--- config.mk ---
export PLATFORM = sky130hd
export DESIGN_NAME = ssl_loader
export DESIGN_NICKNAME = d
export VERILOG_FILES = /design/src/ssl_pkg.sv /design/src/ssl_loader.sv
export SDC_FILE = /design/constraint.sdc
export NUM_CORES = 1
export LEC_CHECK = 0
export CORE_MARGIN = 2
export CORE_UTILIZATION = 57
export DETAILED_ROUTE_END_ITERATION = 12
export DONT_BUFFER_PORTS = 1
export HOLD_SLACK_MARGIN = 0.03
export PLACE_DENSITY = 0.78
export SLEW_MARGIN = 40
export SYNTH_ARGS = -nofsm -noshare
export SYNTH_HDL_FRONTEND = slang
export SYNTH_SLANG_ARGS = --single-unit
--- constraint.sdc ---
create_clock -name core_clk -period 3.6 [get_ports core_clk]
set_input_delay 0.54 -clock core_clk [delete_from_list [all_inputs] [get_ports core_clk]]
set_output_delay 0.54 -clock core_clk [all_outputs]
set_load 0.01 [all_outputs]
--- src/ssl_pkg.sv ---
// package for the sensor start-up register loader: offsets, fields, table entries, types
package ssl_pkg;
	// software register byte offsets
	localparam logic [7:0] SSL_OFS_CTRL = 8'h00;
	localparam logic [7:0] SSL_OFS_STATUS = 8'h04;
	localparam logic [7:0] SSL_OFS_RAMP = 8'h08;
	localparam logic [7:0] SSL_OFS_GAIN = 8'h0C;
	localparam logic [7:0] SSL_OFS_OFFSET = 8'h10;
	// control bits
	localparam int SSL_CTRL_LOAD_BIT = 0;
	localparam int SSL_CTRL_TUNE_BIT = 1;
	// status bits
	localparam int SSL_ST_BUSY_BIT = 0;
	localparam int SSL_ST_DONE_BIT = 1;
	localparam int SSL_ST_ERR_BIT = 2;
	localparam int SSL_ST_VERB_BIT = 3;
	localparam int SSL_ST_VERS_LSB = 8;
	// sensor register addresses
	localparam logic [6:0] SSL_A_EXPOSURE_MODE_SELECT = 7'h29;
	localparam logic [6:0] SSL_A_CALIBRATION_ENABLES = 7'h4D;
	localparam logic [6:0] SSL_A_OUTPUT_LANE_ENABLE = 7'h52;
	localparam logic [6:0] SSL_A_COLUMN_BIAS_CURRENT = 7'h54;
	localparam logic [6:0] SSL_A_COLUMN_PRECHARGE_CURRENT = 7'h55;
	localparam logic [6:0] SSL_A_CONVERTER_BIAS_CURRENT = 7'h56;
	localparam logic [6:0] SSL_A_AMPLIFIER_BIAS_CURRENT = 7'h57;
	localparam logic [6:0] SSL_A_TRANSFER_LOW_LEVEL = 7'h58;
	localparam logic [6:0] SSL_A_RESET_LOW_LEVEL = 7'h5B;
	localparam logic [6:0] SSL_A_PRECHARGE_LEVEL = 7'h5E;
	localparam logic [6:0] SSL_A_REFERENCE_LEVEL = 7'h5F;
	localparam logic [6:0] SSL_A_RAMP_START_FIRST = 7'h62;
	localparam logic [6:0] SSL_A_RAMP_START_SECOND = 7'h63;
	localparam logic [6:0] SSL_A_DARK_OFFSET_LOW = 7'h64;
	localparam logic [6:0] SSL_A_DARK_OFFSET_HIGH = 7'h65;
	localparam logic [6:0] SSL_A_PREAMP_GAIN_SELECT = 7'h66;
	localparam logic [6:0] SSL_A_CONVERTER_GAIN = 7'h67;
	localparam logic [6:0] SSL_A_CONFIG_ENABLE_SECOND = 7'h73;
	localparam logic [6:0] SSL_A_CONFIG_ENABLE_FIRST = 7'h75;
	localparam logic [6:0] SSL_A_SPARE_TUNING_BYTE = 7'h76;
	localparam logic [6:0] SSL_A_BLACK_SUN_CLAMP = 7'h7B;
	localparam logic [6:0] SSL_A_VERSION_CODE = 7'h7D;
	// field masks
	localparam logic [7:0] SSL_M3 = 8'h07;
	localparam logic [7:0] SSL_M2 = 8'h03;
	localparam logic [7:0] SSL_M4 = 8'h0F;
	localparam logic [7:0] SSL_M6 = 8'h3F;
	localparam logic [7:0] SSL_M7 = 8'h7F;
	localparam logic [7:0] SSL_M8 = 8'hFF;
	localparam logic [7:0] SSL_M1 = 8'h01;
	// table lengths
	localparam logic [4:0] SSL_V2_LEN = 5'h09;
	localparam logic [4:0] SSL_V3_LEN = 5'h0D;
	localparam logic [4:0] SSL_TUNE_LEN = 5'h05;
	// tuning limits and start values
	localparam logic [7:0] SSL_RAMP_MIN = 8'h66;
	localparam logic [7:0] SSL_RAMP_MAX = 8'h73;
	localparam logic [7:0] SSL_RAMP_INIT = 8'h6D;
	localparam logic [7:0] SSL_GAIN_V2_MIN = 8'h28;
	localparam logic [7:0] SSL_GAIN_V2_MAX = 8'h37;
	localparam logic [7:0] SSL_GAIN_V3_MAX = 8'h3F;
	localparam logic [7:0] SSL_GAIN_INIT = 8'h20;
	localparam logic [13:0] SSL_OFFSET_INIT = 14'h3FC3;

	// one table entry: address, field mask, field value
	typedef struct packed {
		logic [6:0] addr;
		logic [7:0] mask;
		logic [7:0] val;
	} ssl_entry_type;

	// sensor register access request
	typedef struct packed {
		logic req;
		logic we;
		logic [6:0] addr;
		logic [7:0] wdata;
	} ssl_sreq_type;

	// sensor register access answer
	typedef struct packed {
		logic ack;
		logic [7:0] rdata;
	} ssl_sack_type;

	// sequencer states
	typedef enum logic [5:0] {
		SSL_IDLE = 6'b000001,
		SSL_VER = 6'b000010,
		SSL_RD = 6'b000100,
		SSL_WR = 6'b001000,
		SSL_CHK = 6'b010000,
		SSL_NEXT = 6'b100000
	} ssl_state_type;
endpackage : ssl_pkg

--- src/ssl_loader.sv ---
// sensor start-up loader: apb control, version detect, table load, tuning, readback check
// Function
// - load whole table before capture enabled
// - pick table from detected silicon version
// - read version code register first
// - version 2 lane and current fields
// - version 2 transfer, reset, precharge, reference levels
// - version 2 both configuration enables set
// - version 3 exposure mode, calibration off
// - version 3 four bias currents
// - version 3 transfer, reset, precharge, reference levels
// - version 3 preamp, spare byte, clamp
// - gain, ramps, offset tunable per sensor
// - version 2 gain and ramp ranges
// - version 3 ramp start, ranges
// - fourteen-bit dark offset split in two
// - both ramp registers always equal
// - dark offset calibration by software
// - gain raised by software for full scale
// - retune offset after every gain change
// - gain trim for mean grey
`timescale 1ns/1ps
`default_nettype none
module ssl_loader #(
	parameter logic [7:0] VER_A_CODE = 8'hA2, // arbitrary code for the older silicon
	parameter logic [7:0] VER_B_CODE = 8'hB3  // arbitrary code for the newer silicon
) (
	// clock and reset
	input wire logic core_clk,
	input wire logic resetn,
	// apb slave
	input wire logic psel,
	input wire logic penable,
	input wire logic pwrite,
	input wire logic [7:0] paddr,
	input wire logic [31:0] pwdata,
	output logic [31:0] prdata,
	output logic pready,
	output logic pslverr,
	// sensor register port
	output ssl_pkg::ssl_sreq_type sreq,
	input wire ssl_pkg::ssl_sack_type sack,
	// capture permission
	output logic capture_enable
);
	import ssl_pkg::*;

	// flow of one pass, as software sees it:
	// - a load order first reads the version code, then picks the table
	// - an unknown code stops at once with the error flag and no writes
	// - each entry is read, merged under its mask, then written back
	// - a tune order skips the version read and the fixed table
	// - the tuning part always follows: both ramps, gain, offset low, offset high
	// - after the write pass a second pass reads every entry again
	// - only the masked field bits are compared in that second pass
	// - done rises only when the whole second pass matched
	// hazards and limits:
	// - software registers hold raw values; limits apply only on the way out,
	//   so a read of gain, or of ramp unless a newer-silicon load reset it, shows what software wrote, not what was sent
	// - writes while busy are dropped silently; poll busy before writing
	// - the sensor port answers in its own time; there is no timeout here,
	//   a dead serial engine leaves the block busy until reset
	// - dark offset, gain and mean-grey trimming need image data that this
	//   block never sees, so software runs those loops and uses tune orders
	// - the flip setting is never touched, so readout order stays as the sensor had it

	// equal codes would make the version decode ambiguous
	if (VER_A_CODE == VER_B_CODE) begin : g_code_check
		$error("version codes must differ");
	end

	// whole state of the block
	typedef struct packed {
		ssl_state_type st;
		logic [4:0] idx;     // table position
		logic verify;        // readback pass
		logic tune_only;     // skip the fixed table
		logic ver_b;         // newer silicon detected
		logic [7:0] ver;     // raw version code
		logic ver_ok;        // version was recognised
		logic done;          // load and check complete
		logic err;           // mismatch or unknown version
		logic [7:0] rd;      // byte read for merge
		logic [7:0] ramp;    // ramp start, shared
		logic [7:0] gain;    // converter gain
		logic [13:0] offset; // dark offset
		ssl_sreq_type sreq;
		logic [31:0] prdata;
		logic pslverr;
	} ssl_all_type;

	ssl_all_type s_q; // registered state
	ssl_all_type s_d; // next state

	// fixed-table entry by version and index
	function automatic ssl_entry_type fixed_entry(input logic vb, input logic [4:0] i);
		ssl_entry_type e;
		e = '{addr: SSL_A_VERSION_CODE, mask: 8'h00, val: 8'h00};
		if (!vb) begin
			case (i)
				5'h00: e = '{SSL_A_OUTPUT_LANE_ENABLE, SSL_M3, 8'h07};
				5'h01: e = '{SSL_A_COLUMN_BIAS_CURRENT, SSL_M4, 8'h04};
				5'h02: e = '{SSL_A_COLUMN_PRECHARGE_CURRENT, SSL_M4, 8'h01};
				5'h03: e = '{SSL_A_TRANSFER_LOW_LEVEL, SSL_M7, 8'h40};
				5'h04: e = '{SSL_A_RESET_LOW_LEVEL, SSL_M7, 8'h40};
				5'h05: e = '{SSL_A_PRECHARGE_LEVEL, SSL_M7, 8'h65};
				5'h06: e = '{SSL_A_REFERENCE_LEVEL, SSL_M7, 8'h6A};
				5'h07: e = '{SSL_A_CONFIG_ENABLE_SECOND, SSL_M1, 8'h01};
				5'h08: e = '{SSL_A_CONFIG_ENABLE_FIRST, SSL_M1, 8'h01};
				default: e = '{SSL_A_VERSION_CODE, 8'h00, 8'h00};
			endcase
		end else begin
			case (i)
				5'h00: e = '{SSL_A_EXPOSURE_MODE_SELECT, SSL_M3, 8'h04};
				5'h01: e = '{SSL_A_CALIBRATION_ENABLES, SSL_M2, 8'h00};
				5'h02: e = '{SSL_A_COLUMN_BIAS_CURRENT, SSL_M4, 8'h04};
				5'h03: e = '{SSL_A_COLUMN_PRECHARGE_CURRENT, SSL_M4, 8'h01};
				5'h04: e = '{SSL_A_CONVERTER_BIAS_CURRENT, SSL_M4, 8'h0E};
				5'h05: e = '{SSL_A_AMPLIFIER_BIAS_CURRENT, SSL_M4, 8'h0C};
				5'h06: e = '{SSL_A_TRANSFER_LOW_LEVEL, SSL_M7, 8'h40};
				5'h07: e = '{SSL_A_RESET_LOW_LEVEL, SSL_M7, 8'h40};
				5'h08: e = '{SSL_A_PRECHARGE_LEVEL, SSL_M7, 8'h65};
				5'h09: e = '{SSL_A_REFERENCE_LEVEL, SSL_M7, 8'h6A};
				5'h0A: e = '{SSL_A_PREAMP_GAIN_SELECT, SSL_M2, 8'h01};
				5'h0B: e = '{SSL_A_SPARE_TUNING_BYTE, SSL_M8, 8'h01};
				5'h0C: e = '{SSL_A_BLACK_SUN_CLAMP, SSL_M6, 8'h62};
				default: e = '{SSL_A_VERSION_CODE, 8'h00, 8'h00};
			endcase
		end
		return e;
	endfunction : fixed_entry

	// tuning entry; both ramps take the one shared value
	function automatic ssl_entry_type tune_entry(input logic [4:0] i, input logic [7:0] r,
			input logic [7:0] g, input logic [13:0] o);
		ssl_entry_type e;
		e = '{addr: SSL_A_VERSION_CODE, mask: 8'h00, val: 8'h00};
		case (i)
			5'h00: e = '{SSL_A_RAMP_START_FIRST, SSL_M7, r};
			5'h01: e = '{SSL_A_RAMP_START_SECOND, SSL_M7, r};
			5'h02: e = '{SSL_A_CONVERTER_GAIN, SSL_M8, g};
			5'h03: e = '{SSL_A_DARK_OFFSET_LOW, SSL_M8, o[7:0]};
			5'h04: e = '{SSL_A_DARK_OFFSET_HIGH, SSL_M6, {2'b00, o[13:8]}};
			default: e = '{SSL_A_VERSION_CODE, 8'h00, 8'h00};
		endcase
		return e;
	endfunction : tune_entry

	// clamp a value into an inclusive range
	function automatic logic [7:0] clamp8(input logic [7:0] v, input logic [7:0] lo, input logic [7:0] hi);
		return (v < lo) ? lo : ((v > hi) ? hi : v);
	endfunction : clamp8

	logic [4:0] fix_len;      // length of the chosen fixed table
	logic [4:0] tune_idx;     // index into the tuning part
	logic in_fixed;           // current index is in the fixed part
	ssl_entry_type cur;       // current entry
	logic [7:0] gain_lim;     // gain after range limiting
	logic [7:0] ramp_lim;     // ramp after range limiting
	logic setup;              // apb setup cycle
	logic [31:0] rd_word;     // apb read mux

	assign fix_len = s_q.ver_b ? SSL_V3_LEN : SSL_V2_LEN;
	assign in_fixed = !s_q.tune_only && (s_q.idx < fix_len);
	assign tune_idx = s_q.tune_only ? s_q.idx : 5'(s_q.idx - fix_len);
	assign ramp_lim = clamp8(s_q.ramp, SSL_RAMP_MIN, SSL_RAMP_MAX);
	assign gain_lim = s_q.ver_b ? clamp8(s_q.gain, 8'h00, SSL_GAIN_V3_MAX) :
		clamp8(s_q.gain, SSL_GAIN_V2_MIN, SSL_GAIN_V2_MAX);
	assign cur = in_fixed ? fixed_entry(s_q.ver_b, s_q.idx) : tune_entry(tune_idx, ramp_lim, gain_lim, s_q.offset);
	assign setup = psel && !penable;

	// apb read data, computed in setup so the access phase needs no wait
	always_comb begin
		rd_word = 32'h0000_0000;
		case (paddr)
			SSL_OFS_CTRL: rd_word = 32'h0000_0000;
			SSL_OFS_STATUS: begin
				rd_word[SSL_ST_BUSY_BIT] = (s_q.st != SSL_IDLE);
				rd_word[SSL_ST_DONE_BIT] = s_q.done;
				rd_word[SSL_ST_ERR_BIT] = s_q.err;
				rd_word[SSL_ST_VERB_BIT] = s_q.ver_b;
				rd_word[SSL_ST_VERS_LSB +: 8] = s_q.ver;
			end
			SSL_OFS_RAMP: rd_word[7:0] = s_q.ramp;
			SSL_OFS_GAIN: rd_word[7:0] = s_q.gain;
			SSL_OFS_OFFSET: rd_word[13:0] = s_q.offset;
			default: rd_word = 32'h0000_0000;
		endcase
	end

	// next-state logic for the whole block
	always_comb begin
		s_d = s_q;
		// apb: latch answer in setup, act on writes in access
		if (setup) begin
			s_d.prdata = rd_word;
			s_d.pslverr = !(paddr == SSL_OFS_CTRL || paddr == SSL_OFS_STATUS || paddr == SSL_OFS_RAMP ||
				paddr == SSL_OFS_GAIN || paddr == SSL_OFS_OFFSET);
		end
		// apb writes to the tuning values land only while the sequencer is idle, so a pass sees stable values
		if (psel && penable && pwrite && s_q.st == SSL_IDLE) begin
			case (paddr)
				SSL_OFS_RAMP: s_d.ramp = pwdata[7:0];
				// gain is the knob for full scale and for mean grey matching
				SSL_OFS_GAIN: s_d.gain = pwdata[7:0];
				// offset is the knob for the dark clipping loop
				SSL_OFS_OFFSET: s_d.offset = pwdata[13:0];
				SSL_OFS_CTRL: begin
					if (pwdata[SSL_CTRL_LOAD_BIT] || (pwdata[SSL_CTRL_TUNE_BIT] && s_q.ver_ok)) begin
						// capture is withheld until the new pass is checked
						s_d.done = 1'b0;
						s_d.err = 1'b0;
						s_d.idx = 5'h00;
						s_d.verify = 1'b0;
						s_d.tune_only = !pwdata[SSL_CTRL_LOAD_BIT];
						s_d.st = pwdata[SSL_CTRL_LOAD_BIT] ? SSL_VER : SSL_RD;
					end
				end
				default: s_d.st = s_q.st;
			endcase
		end
		// sequencer
		case (s_q.st)
			SSL_IDLE: s_d.sreq.req = 1'b0;
			SSL_VER: begin
				s_d.sreq = '{req: 1'b1, we: 1'b0, addr: SSL_A_VERSION_CODE, wdata: 8'h00};
				if (s_q.sreq.req && sack.ack) begin
					s_d.sreq.req = 1'b0;
					s_d.ver = sack.rdata;
					s_d.ver_b = (sack.rdata == VER_B_CODE);
					s_d.ver_ok = (sack.rdata == VER_A_CODE) || (sack.rdata == VER_B_CODE);
					if (sack.rdata == VER_B_CODE) begin
						s_d.ramp = SSL_RAMP_INIT;
					end
					s_d.err = !((sack.rdata == VER_A_CODE) || (sack.rdata == VER_B_CODE));
					s_d.st = s_d.err ? SSL_IDLE : SSL_RD;
				end
			end
			SSL_RD: begin
				// read first: unlisted bits keep their value, and the check needs it too
				s_d.sreq = '{req: 1'b1, we: 1'b0, addr: cur.addr, wdata: 8'h00};
				if (s_q.sreq.req && sack.ack) begin
					s_d.sreq.req = 1'b0;
					s_d.rd = sack.rdata;
					s_d.st = s_q.verify ? SSL_CHK : SSL_WR;
				end
			end
			SSL_WR: begin
				s_d.sreq = '{req: 1'b1, we: 1'b1, addr: cur.addr,
					wdata: (s_q.rd & ~cur.mask) | (cur.val & cur.mask)};
				if (s_q.sreq.req && sack.ack) begin
					s_d.sreq.req = 1'b0;
					s_d.st = SSL_NEXT;
				end
			end
			SSL_CHK: begin
				// only the field bits are compared; other bits belong to the sensor
				if ((s_q.rd & cur.mask) != (cur.val & cur.mask)) begin
					s_d.err = 1'b1;
				end
				s_d.st = SSL_NEXT;
			end
			SSL_NEXT: begin
				if (s_q.idx == 5'((s_q.tune_only ? 5'h00 : fix_len) + SSL_TUNE_LEN - 5'h01)) begin
					s_d.idx = 5'h00;
					if (s_q.verify) begin
						s_d.done = !s_q.err;
						s_d.st = SSL_IDLE;
					end else begin
						s_d.verify = 1'b1;
						s_d.st = SSL_RD;
					end
				end else begin
					s_d.idx = 5'(s_q.idx + 5'h01);
					s_d.st = SSL_RD;
				end
			end
			default: s_d.st = SSL_IDLE;
		endcase
	end

	// state register
	always_ff @(posedge core_clk or negedge resetn) begin
		if (!resetn) begin
			s_q <= '{st: SSL_IDLE, idx: 5'h00, verify: 1'b0, tune_only: 1'b0, ver_b: 1'b0, ver: 8'h00,
				ver_ok: 1'b0, done: 1'b0, err: 1'b0, rd: 8'h00, ramp: SSL_RAMP_INIT, gain: SSL_GAIN_INIT,
				offset: SSL_OFFSET_INIT, sreq: '{1'b0, 1'b0, 7'h00, 8'h00}, prdata: 32'h0000_0000,
				pslverr: 1'b0};
		end else begin
			s_q <= s_d;
		end
	end

	// outputs
	assign sreq = s_q.sreq;
	assign prdata = s_q.prdata;
	assign pslverr = psel && penable && s_q.pslverr;
	assign pready = 1'b1;
	// capture only after a checked load, never mid-pass
	assign capture_enable = s_q.done && (s_q.st == SSL_IDLE);
endmodule : ssl_loader
`default_nettype wire

### Word-level counts from Yosys, hierarchy flattened

Memories as Yosys holds them, arrays and structs flattened.
Cells that the tools add are included.
Widths: inputs -> output; s select.

| cells by class | value |
|---|---|
| reductions and logical operators | 35 |
| shifts and indexed selects | 0 |
| $mul | 0 |
| $add $sub $neg | 4 |
| divide/modulo/power cells | 0 |
| magnitude comparators | 7 |
| bitwise gates (word level) | 5 |
| equality and inequality tests | 19 |
| muxes and demuxes | 54 |

Operators by type and width:

| operator | number |
|---|---|
| $pmux 21 s5 | 1 |
| $mux 8 | 13 |
| $mux 23 | 4 |
| $pmux 16 s3 | 1 |
| $pmux 6 s6 | 1 |
| $mux 30 | 1 |
| $mux 6 | 5 |
| $mux 13 | 2 |
| $and 8x8->8 | 3 |
| $eq 8x4->1 const B | 2 |
| $eq 8x8->1 const B | 2 |
| $gt 8x6->1 const B | 2 |
| $pmux 4 s4 | 1 |
| $mux 14 | 1 |
| $mux 3 | 4 |
| $pmux 4 s3 | 1 |
| $pmux 6 s2 | 1 |
| $eq 5x2->1 const B | 2 |
| $mux 5 | 2 |
| $logic_and 1x1->1 | 9 |
| $eq 8x3->1 const B | 1 |
| $eq 8x5->1 const B | 1 |
| $gt 8x7->1 const B | 1 |
| $logic_not 8->1 | 1 |
| other kinds (34) | 62 |

| storage, ports and cells | value |
|---|---|
| bits in read-only memories | 624 |
| RAM bits | 0 |
| memories | 2 |
| output and inout bits | 52 |
| input bits | 54 |
| bits in latches | 0 |
| register bits | 97 |

Memory list:

| name | depth | bits a word | read ports | clocked after Yosys merged registers in | write ports | line | text |
|---|---|---|---|---|---|---|---|
| (no name shown) | 16 | 21 | 1 | 0 | 0 | ssl_loader.sv:113 | `case (i)` |
| (no name shown) | 16 | 18 | 1 | 0 | 0 | ssl_loader.sv:100 | `case (i)` |

### Depth between registers and ports, before layout

| depth | value |
|---|---|
| depth after elaboration | 10 |
| mapped depth | 12 |
| depth with buffers taken out | 10 |

### Worst setup path before layout

Ideal clock, no wire load.

| timing path | value |
|---|---|
| path kind | flip-flop to flip-flop |
| from | reg s_q[99] (netlist bit) |
| to | reg s_q[88] (netlist bit) |
| data required time | 3.459 ns |
| slack | 0.613 ns |
| library setup time | 0.141 ns |
| cell stages (with the launch flop) | 13 |
| clock period less this slack | 2.987 ns |
| arrival | 2.846 ns |
| cell sequence | dfrtp_1 buf_1 clkinv_1 ha_1 nor2b_1 a2bb2oi_1 o32ai_1 or2_1 buf_2 o21ai_0 xor2_1 a221oi_2 a41oi_1 |

RTL lines:

| item | line | text |
|---|---|---|
| from (decl) | ssl_loader.sv:92 | `ssl_all_type s_q;` |
| from (signal assigned) | ssl_loader.sv:285 | `s_q <= '{st: SSL_IDLE, idx: 5'h00, verify: 1'b0, tune_only: 1'b0, ver_b: 1'b0, ver: 8'h00,` |

==> flow_metrics.tcl <==
set metrics [dict create \
    ant_nets 0 \
    antenna_found_initial 1 \
    core-area_sq_mm 0.0108 \
    vias 5345 \
    multi_input_comb_area_sq_mm 0.00336 \
    grt_use_total_pct 28.4 \
    yosysUniqueCellTypes 74 \
    yosysSeqAreaShare_pct 38.6 \
    crit_slowest_cell "a222oi_1" \
    worst-r2r-cell-count 10 \
    final_cell_mix "nand2_1, dfrtp_1, nor2_1" \
    min_period_ns 2.99 \
    cts_resized 0 \
    grt_pass1_wl_mm 26.0 \
    die-area_sq_mm 0.0120 \
    r2r-end "s_q[88]$_DFF_PN0_" \
    path_cells "clkinv_1 > buf_4 > ha_1 > xnor2_1 > a32o_1 > a222oi_1 > o31ai_1 > a311o_1 > a221oi_2 > a41oi_1" \
    n_fill_cell 950 \
    drive_above_1_share_pct 12.8 \
    cts_tree "yes" \
    synthArstFlopShare_pct 100 \
    synth_edf_count 0 \
    syn_to_final_growth_pct 0.395 \
    boundaryPins 106 \
    instances_no_fill 823 \
    setup_viol 0 \
    clock_path_buffers 2 \
    crit_arrival_ns 3.23 \
    clkTransAtPathRegs_ns 0.09 \
    power_density_mw_per_mm2 303 \
    yosysWarningCount 0 \
    netlist_area_sq_mm 0.00634 \
    synthFlopType "dfrtp_1" \
    crit_required_ns 3.84 \
    drv_slew 0 \
    r2r_start "s_q[99]$_DFFE_PN0P_" \
    cts_buffers 9 \
    root_buffer "clkbuf_8" \
    h-tree-depth 3 \
    route.detailed.drc 0 \
    status "completed" \
    drt_pass1_iterations 6 \
    gp_congestion 0.899 \
    grt_pass1_vias 4929 \
    placementRows 38 \
    final_util_pct 58.7 \
    worstMarginPinSlew_ns 0.778 \
    initial_core_util_pct 58.5 \
    peakVddDrop_uv 364 \
    syn_avg_cell_area_sq_um 8.77 \
    netlist_instances 723 \
    cpLargestDelayFamily "compound AO/OA/AOI/OAI gates" \
    fp.dieW_microns 109 \
    post_drt_via_cell_ratio 6.49 \
    final_nets 743 \
    fmax_mhz 335 \
    wl_mm 16.6 \
    cts_setup_buffers 0 \
    maxSlewHeadroom_pct 48.1 \
    hp-class "input pin to asynchronous set/reset pin" \
    endpoint_kind "register" \
    wl_per_cell_microns 20.2 \
    start_kind "register" \
    slowest_delay_ns 0.62 \
    yosys_register_bits 97 \
    gr-total-overflow 0 \
    port_buffers 0 \
    fin_ws_ns 0.614 \
    r2r_slack_ns 0.61 \
    clk_latency_ns 0.38 \
    cts_hold_buffers 1 \
    seqCellArea_sq_mm 0.00245 \
    hold_viol_final 0 \
    dp_slack_ns 0.702 \
    fin_crit_sh_pct 83.0 \
    final_common_cell "nand2_1" \
    p_total_mw 1.93 \
    hpwl_mm 12.4 \
    cellLeakagePower_nw 2.88 \
    clock_skew_ns 0.0123 \
    crit_buf_inv 2 \
    drt_iter0_markers 600 \
    max-cap-violations 0 \
    fin_setup_tns_ns 0 \
    path_class "register to register" \
    cts_sinks 97 \
    dp.cells 805 \
    grt_max_degree 98 \
    crit_path_max_fanout 8 \
    rsz0062_at_grt "false" \
    die_height_microns 109 \
]
[kinds of logic after synthesis]
family | after synthesis | share of synthesized area [%]
other cells | 2 | 0.118
mux | 46 | 7.81
fa+ha+maj | 12 | 2.37
compound gates | 194 | 21.1
flops | 97 | 38.6
simple gates | 255 | 18.8
buf+inv | 104 | 9.37
xor+xnor | 13 | 1.80
[worst reg2reg max path: stages (launching register included)]
cell	delay (ns)
dfrtp_1	0.36
clkinv_1	0.06
buf_4	0.17
ha_1	0.35
xnor2_1	0.20
a32o_1	0.33
a222oi_1	0.62
o31ai_1	0.12
a311o_1	0.31
a221oi_2	0.19
a41oi_1	0.15
[routing by layer]
| layer | wire length [microns] | share of wire (%) | track usage, % | up-vias |
|---|---|---|---|---|
| li1 | - | - | - | 2456 |
| met3 | 1400 | 8.4 | 6.88 | 30 |
| met2 | 7910 | 47 | 44.4 | 263 |
| met4 | 272 | 1.6 | 8.95 | 0 |
| met5 | 0 | 0 | 0 | - |
| met1 | 7070 | 42 | 38.9 | 2596 |
[sequential cells by signal, indices dropped and copies added (netlist names)]
name,flops
s_q,64
sreq,17
prdata,16
[worst max path at each step]
stage | start | end | slack [ns] | depth (start not counted)
6_report | s_q[99]$_DFFE_PN0P_ | s_q[88]$_DFF_PN0_ | 0.61 | 10
5_1_grt | s_q[103]$_DFFE_PN0P_ | s_q[88]$_DFF_PN0_ | 0.43 | 9
4_1_cts | s_q[99]$_DFFE_PN0P_ | s_q[88]$_DFF_PN0_ | 0.67 | 11
3_5_place_dp | s_q[99]$_DFFE_PN0P_ | s_q[88]$_DFF_PN0_ | 0.70 | 11
3_3_place_gp | s_q[99]$_DFFE_PN0P_ | sreq[0]$_DFFE_PN0N_ | 0.79 | 11
2_1_floorplan | s_q[99]$_DFFE_PN0P_ | s_q[88]$_DFF_PN0_ | 0.61 | 12
[per-stage QoR]
stage | hold slack, ns | area [sq um]
after floorplan | 0.244 | 6400
after global placement | 0.247 | 6150
after detailed placement | 0.246 | 6150
after CTS | 0.0849 | 6360
after global routing | 0.0720 | 6360
final | 0.0499 | 6370
[where the power goes]
part	internal [mW]	switching, mW	leakage [nW]	total (mW)
clock network	0.291	0.390	0.0967	0.681
registers	1.11	0.0203	1.24	1.13
logic	0.0381	0.0825	1.54	0.121
total	1.44	0.493	2.88	1.93
[cell usage after synthesis, drive strengths merged, types with 6 or more instances]
cell type / instances / area share, %
mux2i: 18 / 2.8
nor2b: 15 / 1.5
dfrtp: 80 / 32
or2: 6 / 0.59
buf: 61 / 6.8
ha: 12 / 2.4
clkbuf: 26 / 1.5
mux2: 28 / 5.0
a221oi: 13 / 2.1
nand2b: 8 / 0.79
dfstp: 17 / 7.0
nor4: 7 / 0.79
or3: 6 / 0.67
a211oi: 7 / 0.83
inv: 15 / 0.89
o21ai: 52 / 4.1
nor2: 59 / 3.5
a21o: 9 / 1.1
a21oi: 40 / 3.2
nand3: 13 / 1.0
and2: 6 / 0.59
nor3: 18 / 1.4
o31ai: 8 / 0.95
nand2: 100 / 5.9
xnor2: 7 / 0.97
xor2: 6 / 0.83
[final cells by class]
type / count / share of cell area, %
clock inverters: 4 / 0.432
repair buffers: 15 / 2.08
well taps: 140 / 2.75
multi-input cells: 537 / 52.8
flip-flops and latches: 97 / 38.5
clock buffers: 12 / 2.44
inverters: 17 / 1.00
diodes: 1 / 0.0393
Note: power is estimated with default switching activity, not from simulation.
